==> src/bsa_pkg.sv <==
// Constants shared by the bus-shunt addressing slave logic.
`default_nettype none
package bsa_pkg;
  localparam int unsigned CLK_MHZ        = 25;
  localparam int unsigned NORM_ENTRY_US  = 10;
  localparam int unsigned SLEEP_ENTRY_US = 10;
  localparam int unsigned REMOTE_WAKE_US = 30;
  localparam int unsigned LOCAL_WAKE_US  = 7;
  localparam int unsigned DOM_TIMEOUT_MS = 27;
  localparam int unsigned NORM_CYC       = NORM_ENTRY_US * CLK_MHZ;
  localparam int unsigned SLEEP_CYC      = SLEEP_ENTRY_US * CLK_MHZ;
  localparam int unsigned RWAKE_CYC      = REMOTE_WAKE_US * CLK_MHZ;
  localparam int unsigned LWAKE_CYC      = LOCAL_WAKE_US * CLK_MHZ;
  localparam int unsigned DOM_TO_CYC     = DOM_TIMEOUT_MS * 1000 * CLK_MHZ;
  localparam int unsigned ADC_W          = 12;
  localparam int unsigned ADDR_W         = 6;
  localparam logic [ADC_W-1:0] THR_RST   = 12'h040;
  typedef enum logic [5:0] {
    M_IDLE  = 6'h01,
    M_ARMED = 6'h02,
    M_MEAS1 = 6'h04,
    M_MEAS2 = 6'h08,
    M_MEAS3 = 6'h10,
    M_DONE  = 6'h20
  } meas_e;
  typedef enum logic [3:0] {
    P_PWRUP   = 4'h1,
    P_SLEEP   = 4'h2,
    P_STANDBY = 4'h4,
    P_NORMAL  = 4'h8
  } phy_e;
endpackage : bsa_pkg
`default_nettype wire

==> src/sat_counter.sv <==
// Saturating run-length counter used for the timing filters.
`timescale 1ns/1ps
`default_nettype none
module sat_counter #(
  parameter int unsigned LIMIT = 16
) (
  input  wire logic i_clk_sys,
  input  wire logic i_sys_rst,
  input  wire logic i_run,
  output logic      o_reached
);
  localparam int unsigned W = $clog2(LIMIT + 1);
  logic [W-1:0] count;
  logic [W-1:0] next_count;
  logic         next_reached;

  always_comb begin
    next_count = count;
    if (!i_run) begin
      next_count = '0;
    end else if (count != W'(LIMIT)) begin
      next_count = count + W'(1);
    end
    next_reached = i_run && (next_count == W'(LIMIT));
  end

  always_ff @(posedge i_clk_sys) begin
    if (i_sys_rst) begin
      count     <= '0;
      o_reached <= 1'b0;
    end else begin
      count     <= next_count;
      o_reached <= next_reached;
    end
  end
endmodule : sat_counter
`default_nettype wire

==> src/bus_shunt_addressing.sv <==
// Slave-side bus-shunt addressing sequencer and transceiver mode control.
`timescale 1ns/1ps
`default_nettype none
module bus_shunt_addressing
  import bsa_pkg::*;
#(
  parameter int unsigned DOM_TIMEOUT = DOM_TO_CYC
) (
  input  wire logic              i_clk_sys,
  input  wire logic              i_sys_rst,
  input  wire logic              i_assign_cmd,
  input  wire logic [ADDR_W-1:0] i_assign_addr,
  input  wire logic              i_break_start,
  input  wire logic              i_break_end,
  input  wire logic              i_adc_valid,
  input  wire logic [ADC_W-1:0]  i_adc_data,
  input  wire logic [ADC_W-1:0]  i_current_difference_threshold,
  input  wire logic              i_sleep_control_low,
  input  wire logic              i_bus_rx,
  input  wire logic              i_wake_n,
  input  wire logic              i_txd,
  output logic                   o_first_source_port_pin,
  output logic                   o_second_source_port_pin,
  output logic                   o_adc_start,
  output logic                   o_farthest,
  output logic                   o_addr_valid,
  output logic [ADDR_W-1:0]      o_node_addr,
  output logic                   o_addr_fail,
  output logic                   o_bus_tx,
  output logic                   o_rxd,
  output logic                   o_inhibit_output,
  output logic                   o_wake_flag,
  output logic [3:0]             o_phy_mode
);
  // Pins from the transceiver side cross into this domain through two stages.
  logic [1:0] slp_s, bus_s, wake_s;
  always_ff @(posedge i_clk_sys) begin
    if (i_sys_rst) begin
      slp_s  <= 2'h0;
      bus_s  <= 2'h3;
      wake_s <= 2'h3;
    end else begin
      slp_s  <= {slp_s[0], i_sleep_control_low};
      bus_s  <= {bus_s[0], i_bus_rx};
      wake_s <= {wake_s[0], i_wake_n};
    end
  end
  logic slp_hi, bus_dom, wake_act;
  assign slp_hi   = slp_s[1];
  assign bus_dom  = !bus_s[1];
  assign wake_act = !wake_s[1];

  logic norm_ok, sleep_ok, rwake_ok, lwake_ok, dom_to;
  sat_counter #(.LIMIT(NORM_CYC)) u_norm (
    .i_clk_sys(i_clk_sys), .i_sys_rst(i_sys_rst),
    .i_run(slp_hi), .o_reached(norm_ok));
  sat_counter #(.LIMIT(SLEEP_CYC)) u_sleep (
    .i_clk_sys(i_clk_sys), .i_sys_rst(i_sys_rst),
    .i_run(!slp_hi), .o_reached(sleep_ok));
  sat_counter #(.LIMIT(RWAKE_CYC)) u_rwake (
    .i_clk_sys(i_clk_sys), .i_sys_rst(i_sys_rst),
    .i_run(bus_dom), .o_reached(rwake_ok));
  sat_counter #(.LIMIT(LWAKE_CYC)) u_lwake (
    .i_clk_sys(i_clk_sys), .i_sys_rst(i_sys_rst),
    .i_run(wake_act), .o_reached(lwake_ok));
  sat_counter #(.LIMIT(DOM_TIMEOUT)) u_domto (
    .i_clk_sys(i_clk_sys), .i_sys_rst(i_sys_rst),
    .i_run(!i_txd), .o_reached(dom_to));

  // Transceiver mode control.
  phy_e phy, next_phy;
  logic wake_flag, next_wake_flag, slp_hi_d, next_slp_hi_d;
  logic next_rxd, next_inh, next_tx;
  always_comb begin
    next_phy       = phy;
    next_wake_flag = wake_flag;
    next_slp_hi_d  = slp_hi;
    unique case (phy)
      P_PWRUP: begin
        if (norm_ok) next_phy = P_NORMAL;
      end
      P_SLEEP: begin
        if (rwake_ok || lwake_ok) begin
          next_phy       = P_STANDBY;
          next_wake_flag = 1'b1;
        end else if (norm_ok) begin
          next_phy       = P_NORMAL;
        end
      end
      P_STANDBY: begin
        if (slp_hi && !slp_hi_d) next_wake_flag = 1'b0;
        if (norm_ok) next_phy = P_NORMAL;
      end
      P_NORMAL: begin
        if (sleep_ok) next_phy = P_SLEEP;
      end
    endcase
    // Wake request shows on receive only until sleep control rises.
    next_rxd = (next_phy == P_STANDBY) ? !next_wake_flag :
               (next_phy == P_NORMAL) ? bus_s[1] : 1'b1;
    next_inh = (next_phy != P_SLEEP);
    // The transmitter drives only in normal mode and yields on timeout.
    next_tx  = (next_phy == P_NORMAL) ? (i_txd || dom_to) : 1'b1;
  end
  always_ff @(posedge i_clk_sys) begin
    if (i_sys_rst) begin
      phy              <= P_PWRUP;
      wake_flag        <= 1'b0;
      slp_hi_d         <= 1'b0;
      o_rxd            <= 1'b1;
      o_inhibit_output <= 1'b1;
      o_bus_tx         <= 1'b1;
    end else begin
      phy              <= next_phy;
      wake_flag        <= next_wake_flag;
      slp_hi_d         <= next_slp_hi_d;
      o_rxd            <= next_rxd;
      o_inhibit_output <= next_inh;
      o_bus_tx         <= next_tx;
    end
  end
  assign o_wake_flag = wake_flag;
  assign o_phy_mode  = phy;

  // Addressing sequence: three measurements inside one break field.
  meas_e ms, next_ms;
  logic [ADC_W-1:0]  bg, next_bg;
  logic              pre_in, next_pre_in;
  logic [ADDR_W-1:0] pend, next_pend;
  logic next_cs1, next_cs2, next_start, next_far, next_av, next_fail;
  logic [ADDR_W-1:0] next_addr;

  function automatic logic over_thr(input logic [ADC_W-1:0] v,
                                    input logic [ADC_W-1:0] b,
                                    input logic [ADC_W-1:0] t);
    // Results below the background count as no excess current.
    over_thr = (v > b) && ((v - b) > t);
  endfunction

  always_comb begin
    next_ms    = ms;
    next_bg    = bg;
    next_pre_in = pre_in;
    next_pend  = pend;
    next_cs1   = o_first_source_port_pin;
    next_cs2   = o_second_source_port_pin;
    next_start = 1'b0;
    next_far   = o_farthest;
    next_av    = o_addr_valid;
    next_addr  = o_node_addr;
    next_fail  = 1'b0;
    unique case (ms)
      M_IDLE: begin
        if (i_assign_cmd) begin
          next_ms   = M_ARMED;
          next_pend = i_assign_addr;
        end
      end
      M_ARMED: begin
        if (i_break_start) begin
          next_ms    = M_MEAS1;
          next_cs1   = 1'b0;
          next_cs2   = 1'b0;
          next_start = 1'b1;
        end
      end
      M_MEAS1: begin
        if (i_adc_valid) begin
          next_bg    = i_adc_data;
          next_ms    = M_MEAS2;
          next_cs1   = 1'b1;
          next_start = 1'b1;
        end
      end
      M_MEAS2: begin
        if (i_adc_valid) begin
          next_pre_in = !over_thr(i_adc_data, bg,
                                  i_current_difference_threshold);
          next_ms    = M_MEAS3;
          next_cs1   = next_pre_in;
          next_cs2   = next_pre_in;
          next_start = 1'b1;
        end
      end
      M_MEAS3: begin
        if (i_adc_valid) begin
          next_ms  = M_DONE;
          next_cs1 = 1'b0;
          next_cs2 = 1'b0;
          next_far = pre_in && !over_thr(i_adc_data, bg,
                               i_current_difference_threshold);
          if (next_far) begin
            next_av   = 1'b1;
            next_addr = pend;
          end
        end
      end
      M_DONE: begin
        next_ms = M_IDLE;
      end
    endcase
    // A break that ends before the sequence finishes aborts the attempt.
    if (i_break_end && (ms == M_MEAS1 || ms == M_MEAS2 ||
        ms == M_MEAS3) && !(ms == M_MEAS3 && i_adc_valid)) begin
      next_ms    = M_IDLE;
      next_cs1   = 1'b0;
      next_cs2   = 1'b0;
      next_start = 1'b0;
      next_fail  = 1'b1;
    end
  end
  always_ff @(posedge i_clk_sys) begin
    if (i_sys_rst) begin
      ms                       <= M_IDLE;
      bg                       <= '0;
      pre_in                   <= 1'b0;
      pend                     <= '0;
      o_first_source_port_pin  <= 1'b0;
      o_second_source_port_pin <= 1'b0;
      o_adc_start              <= 1'b0;
      o_farthest               <= 1'b0;
      o_addr_valid             <= 1'b0;
      o_node_addr              <= '0;
      o_addr_fail              <= 1'b0;
    end else begin
      ms                       <= next_ms;
      bg                       <= next_bg;
      pre_in                   <= next_pre_in;
      pend                     <= next_pend;
      o_first_source_port_pin  <= next_cs1;
      o_second_source_port_pin <= next_cs2;
      o_adc_start              <= next_start;
      o_farthest               <= next_far;
      o_addr_valid             <= next_av;
      o_node_addr              <= next_addr;
      o_addr_fail              <= next_fail;
    end
  end

  sources_off_m1_a: assert property (@(posedge i_clk_sys) disable iff
    (i_sys_rst) (ms == M_MEAS1) |-> !o_first_source_port_pin &&
    !o_second_source_port_pin) else $error("sources on in meas1");
  first_only_m2_a: assert property (@(posedge i_clk_sys) disable iff
    (i_sys_rst) (ms == M_MEAS2) |-> o_first_source_port_pin &&
    !o_second_source_port_pin) else $error("bad sources meas2");
  third_sources_a: assert property (@(posedge i_clk_sys) disable iff
    (i_sys_rst) (ms == M_MEAS3) |-> (o_first_source_port_pin == pre_in)
    && (o_second_source_port_pin == pre_in)) else $error("bad meas3");
  bg_store_a: assert property (@(posedge i_clk_sys) disable iff
    (i_sys_rst) (ms == M_MEAS1 && i_adc_valid && !i_break_end) |=>
    (bg == $past(i_adc_data)) && o_adc_start) else $error("bg lost");
  far_addr_a: assert property (@(posedge i_clk_sys) disable iff
    (i_sys_rst) $rose(o_farthest) |-> o_addr_valid &&
    (o_node_addr == pend)) else $error("farthest without addr");
  break_abort_a: assert property (@(posedge i_clk_sys) disable iff
    (i_sys_rst) (ms == M_MEAS2 && i_break_end) |=> o_addr_fail &&
    (ms == M_IDLE)) else $error("no abort at break end");
  inh_sleep_a: assert property (@(posedge i_clk_sys) disable iff
    (i_sys_rst) (phy == P_SLEEP && rwake_ok) |=> (phy == P_STANDBY)
    && o_inhibit_output && !o_rxd) else $error("wake not taken");
  wake_clear_a: assert property (@(posedge i_clk_sys) disable iff
    (i_sys_rst) (phy == P_STANDBY && slp_hi && !slp_hi_d) |=>
    !wake_flag && o_rxd) else $error("wake not cleared");
  sleep_entry_a: assert property (@(posedge i_clk_sys) disable iff
    (i_sys_rst) (phy == P_NORMAL && !slp_hi) [*1] ##0 !sleep_ok |=>
    (phy == P_NORMAL)) else $error("early sleep");
  tx_release_a: assert property (@(posedge i_clk_sys) disable iff
    (i_sys_rst) dom_to && phy == P_NORMAL |=> o_bus_tx)
    else $error("dominant not released");
endmodule : bus_shunt_addressing
`default_nettype wire

==> config.mk <==
export PLATFORM = sky130hd
export DESIGN_NAME = bus_shunt_addressing
export DESIGN_NICKNAME = d
export VERILOG_FILES = /design/src/bsa_pkg.sv /design/src/sat_counter.sv /design/src/bus_shunt_addressing.sv
export SDC_FILE = /design/constraint.sdc
export NUM_CORES = 1
export LEC_CHECK = 0
export ABC_AREA = 0
export BUFFER_PORTS_ARGS = -buffer_cell sky130_fd_sc_hd__buf_2
export CORE_MARGIN = 5
export CORE_UTILIZATION = 65
export CTS_BUF_LIST = sky130_fd_sc_hd__clkbuf_4
export CTS_CLUSTER_DIAMETER = 60
export CTS_CLUSTER_SIZE = 25
export DETAILED_ROUTE_END_ITERATION = 12
export PLACE_DENSITY_LB_ADDON = 0.15
export SLEW_MARGIN = 30
export SYNTH_ARGS = -nofsm -noshare
export SYNTH_HDL_FRONTEND = slang
export SYNTH_SLANG_ARGS = --single-unit
==> constraint.sdc <==
create_clock -name i_clk_sys -period 13.5 [get_ports i_clk_sys]
set_input_delay 2.7 -clock i_clk_sys [delete_from_list [all_inputs] [get_ports i_clk_sys]]
set_output_delay 2.7 -clock i_clk_sys [all_outputs]
set_load 0.03 [all_outputs]
* After elaboration in Yosys (flattened, before gate mapping)
Index checks and enable logic that the tools add are counted. W data, S select, Z words.
Word-level totals: input port bits 40, register bits 111, word-level logic and storage cells 139, output and inout port bits 20
Cells by class: reduce and logical (&&, ||, !) cells 37, order comparisons 2, equality and inequality tests 28, add/sub/neg operators 6, bitwise logic cells 1, multiplexer cells 35
Operator list (number):
- $mux W8 | 6
- $mux W20 | 2
- $pmux W6 S6 | 1
- $mux W6 | 5
- $add A8 B1 Y8 const B | 3
- $eq A8 B8 Y1 const B | 3
- $gt A12 B12 Y1 | 2
- $ne A8 B8 Y1 const B | 3
- $add A20 B1 Y20 const B | 1
- $eq A20 B20 Y1 const B | 1
- $mux W10 | 2
- $ne A20 B20 Y1 const B | 1
- $mux W4 | 3
- $pmux W4 S3 | 1
- $sub A12 B12 Y12 | 1
- $logic_and A1 B1 Y1 | 11
- $mux W1 | 11
- $add A10 B1 Y10 const B | 1
- $eq A10 B10 Y1 const B | 1
- $ne A10 B10 Y1 const B | 1
- $ne A2 B2 Y1 const B | 5
- $reduce_and A5 Y1 | 2
- $eq A4 B3 Y1 const B | 2
- $eq A4 B4 Y1 const B | 2
- other kinds (21) | 38

* Longest topological paths before layout
depth in word-level cells 6, gate-level depth with buffers 17, mapped depth without buffers 16

* Hierarchy
From an unflattened synthesis, not the netlist that was laid out.
Second synthesis, totals: cells, all modules 718, area, all modules 6119.6 µm²
Modules (own cells, without submodules):
- bus_shunt_addressing | seq. area each 1041.0 µm², cells an instance 379, area an instance 3044.2 µm², instances 1
- sat_counter at u_domto | seq. area each 420.4 µm², cells an instance 128, area an instance 1128.6 µm², instances 1
- sat_counter at u_norm ... | seq. area each 180.2 µm², cells an instance 44, area an instance 421.7 µm², instances 2
- sat_counter at u_rwake | seq. area each 220.2 µm², cells an instance 73, area an instance 634.4 µm², instances 1
- sat_counter at u_lwake | seq. area each 180.2 µm², cells an instance 50, area an instance 469.2 µm², instances 1

* Least setup slack after synthesis
Ideal clock, no wire load.
kind input port to flip-flop, from in i_adc_data[1], to reg o_node_addr[0], setup time 0.072 ns, arrival 6.239 ns, stages on the path 14, data required time 13.428 ns, path slack 7.190 ns, buffers on the path 1, cells stage by stage ha_1 -> nor2b_1 -> o31a_1 -> o31a_1 -> o21ba_2 -> or4b_2 -> nand3_1 -> ha_1 -> a211oi_1 -> o21bai_1 -> o311ai_0 -> o2111a_1 -> clkbuf_1 -> mux2i_1
Between the ends: cells in the longest elaborated chain, start to end 6, elaborated cells on any way between the ends 7, those cells by class add/sub (1); order compare (2); reduce/logical (4)
RTL lines:
- start: declaration | RTL line bus_shunt_addressing.sv:16 | input wire logic [ADC_W-1:0] i_adc_data,
- $sub A12 B12 Y12 | RTL line bus_shunt_addressing.sv:137 | over_thr = (v > b) && ((v - b) > t);
- $gt A12 B12 Y1 | RTL line bus_shunt_addressing.sv:137
- $logic_and A1 B1 Y1 * | RTL line bus_shunt_addressing.sv:137
- $logic_not A1 Y1 * | RTL line bus_shunt_addressing.sv:190 | next_far = pre_in && !over_thr(i_adc_data, bg,
- $logic_and A1 B1 Y1 * | RTL line bus_shunt_addressing.sv:190
- $reduce_and A3 Y1 (no source line) *
- end signal: assignment | RTL line bus_shunt_addressing.sv:235 | o_node_addr <= next_addr;
- end: declaration | RTL line bus_shunt_addressing.sv:27 | output logic [ADDR_W-1:0] o_node_addr,
Mark *: on every way between the ends. The rest lies on a longest branch, timed or not. A chain may end at the register's enable or synchronous reset.

* Worst setup path in the final report
from in i_adc_data[1], to reg o_node_addr[2]
Same word-level chain as after synthesis.

==> out/qor.yml <==
outcome: "complete, no violations"
p_leak_nw: 2.57
clkPwrFrac_pct: 30.0
num_rows: 35
critPathKind: "input port to flop"
initial_core_util_pct: 66.3
drc: 0
placement.io_buffers: 59
power_density_mw_per_mm2: 86.3
yosys-top-cells-area: "dfxtp_1 (37%), ha_1 (6.8%), nor2_1 (5.9%)"
die_area_mm2: 0.0114
max_stage_delay_ps: 690
hp-class: "flop to flop"
numCtsBuffers: 9
worst_pin_slew_ps: 864
layout-drive-gt1-share_pct: 12.1
worstPathCellList: "buf_2 -> ha_1 -> nor2b_1 -> o31a_1 -> o31a_1 -> o21ba_2 -> or4b_2 -> nand3_1 -> ha_1 -> a211oi_1 -> o21bai_1 -> o311ai_0 -> o2111a_1 -> mux2i_1"
p_seq_share_pct: 59.4
num_antenna_cells: 0
cts-root-buf: "clkbuf_4"
dpl.hpwl_mm: 9.44
grt_busiest_layer: "met2"
grt_util_met1_pct: 27.8
grt_setup_unrepaired: "no"
syn2layout_area_growth_pct: 7.96
cts_tree: "done"
required_ps: 13880
cp_data_arrival_time_ps: 6770
grt_pass1_wl_mm: 21.6
p_switching_mw: 0.148
setup.worst_path.end_class: "flop"
maxSlewHeadroom_pct: 42.2
wl_per_cell_um: 14.1
drt_pre_antenna_iters: 5
avgSynthCellArea_um2: 8.27
synth_flop_cell: "dfxtp_1"
synth_top_area_share_pct: 36.6
power_frac_comb_pct: 10.5
grt.met2_usage_pct: 39.8
fin_crit_ps: 6380
hold_violations: 0
track_usage_pct: 22.5
critPathMaxFanout: 6
clock-sinks: 111
core_area_mm2: 0.00915
pin_count: 60
timing.critical_path.buf_inv: 1
grt_max_degree: 57
vias_per_cell: 5.85
cts_buffer_depth: 2
regArea_mm2: 0.00222
yosys.cell_types.count: 62
startpoint_type: "input port"
multi_input_area_mm2: 0.00356
antenna_found_initial: 0
dieWidth_um: 107
critPathTopFamily: "compound AO/OA/AOI/OAI gates"
place_congestion: 0.866
finClkSkew_ps: 17.7
synth.ff_latch_count: 111
setup_viol: 0
htree_levels: 3
clkTransAtPathRegs_ps: 160
peakVddDrop_mv: 0.0784
grt_use_met3_pct: 4.88
ant_nets: 0
ys_warn_count: 0
cts_setup_buffers: 0
internal-power_mw: 0.417
fin_crit_sh_pct: 47.3
netlist_area_mm2: 0.00607
setup_tns_ps: 0
synth_edf_count: 0
slew_violations: 0
grt-ovfl-total: 0
clk-insertion-delay-late_ps: 460
first_global_vias: 4955
ys_seq_area_share_pct: 36.6
cap_violations: 0
holdBufCountCts: 0
vias: 5226
worst_path_max_delay_cell: "o311ai_0"
wl_mm: 12.6
power_mw: 0.565
ys_async_sr_fraction_pct: 0
fillers: 750
swShare_pct: 26.2
yosysTopAreaCell: "dfxtp_1"
synth_fp_nets: 808
syn_inst: 734
nets: 851
clock.fmax_ghz: 0.157
drtIter0Drc: 319
cts_resized: 0
die_y_um: 107
## stage by stage
step	worst slack [ps]	cells	utilization [%]	hold WS [ps]	cell area, µm²
finish	7120	893	71.6	433	6550
global route	6890	893	71.6	452	6550
CTS	7170	893	71.6	433	6550
detailed placement	6700	877	69.9	396	6400
global placement	6890	877	69.9	402	6400
floorplan	7190	734	-	389	6070
## placed cells by master, fill, tap and decap left out, types with 3 or more instances in the layout
cell type,synthesis,final
dfxtp_1,111,111
o21ai_0,30,30
a211oi_1,5,5
mux2_2,3,3
and3_1,7,7
buf_2,2,58
inv_1,49,49
or4_1,3,3
nor3_1,25,25
mux2i_1,30,30
nand4_1,16,16
o21a_1,8,8
ha_1,33,33
nor4b_1,4,4
clkbuf_4,0,9
or3_1,11,11
and4_1,4,4
nand2b_1,23,23
xor2_1,24,24
o31ai_1,4,4
xnor2_1,21,21
nor2b_1,10,10
nor3b_1,4,4
o311ai_0,3,3
a21oi_1,39,39
a31oi_1,4,4
nor2_1,95,95
nor4bb_1,3,3
nand3_1,30,30
or2_2,9,9
o2111ai_1,3,3
o211ai_1,4,4
nor4_1,7,7
a21o_1,4,4
nand2_1,47,47
## kinds of logic after synthesis
family          count (synthesis)  synth area share, %
mux                            33                 5.50
compound gates                121                 12.5
simple gates                  314                 27.0
buf+inv                        76                 4.74
flops                         111                 36.6
xor+xnor                       45                 6.49
fa+ha+maj                      34                 7.13
## area by class of cell
cell class / instances / share of cell area (%)
Clock buffer: 9 / 1.03
Clock inverter: 7 / 1.26
Inverter: 49 / 2.81
Multi-Input combinational cell: 547 / 54.3
Sequential cell: 111 / 33.9
Tap cell: 111 / 2.12
Timing Repair Buffer: 59 / 4.54
## layer usage
metal,part of all wire (%),up-vias
met5,0,-
met4,1.6,0
met3,4.5,18
met2,49,118
met1,44,2440
li1,-,2650
## cell usage after synthesis, types with 5 or more instances
library cell  number
nor2b_1           10
nor2_1            95
xnor2_1           21
o21a_1             8
or2_2              9
mux2i_1           30
nor3_1            25
and3_1             7
clkbuf_1          25
o21ai_0           30
xor2_1            24
nand3_1           30
inv_1             49
nand4_1           16
a211oi_1           5
nand2_1           47
nand2b_1          23
dfxtp_1          111
or3_1             11
nor4_1             7
a21oi_1           39
ha_1              33
## flip-flops by register name (all words and copies together), names as in the netlist, 2 cells and up
signal / cells
u_domto.count: 20
bg: 12
u_rwake.count: 10
u_lwake.count: 8
u_norm.count: 8
u_sleep.count: 8
ms: 6
o_node_addr: 6
pend: 6
o_phy_mode: 4
bus_s: 2
slp_s: 2
wake_s: 2
## final timing paths
| check | cells after the start | end | startpoint | slack, ps |
|---|---|---|---|---|
| setup / recovery | 14 | o_node_addr[2] | i_adc_data[1] | 7120 |
| hold / removal | 1 | bus_s[1] | bus_s[0] | 430 |
| setup reg to reg | 14 | o_node_addr[2] | bg[1] | 9020 |
| hold reg to reg | 1 | bus_s[1] | bus_s[0] | 430 |
## power by group through the flow
stage	Clock, mW	Sequential [mW]	Combinational (mW)
global route	0.188	0.337	0.0673
global placement	0	0.343	0.0557
floorplan	0	0.342	0.0419
CTS	0.175	0.336	0.0590
finish	0.170	0.336	0.0596
detailed placement	0	0.343	0.0586
No activity file was read; power rests on OpenSTA's default activity.
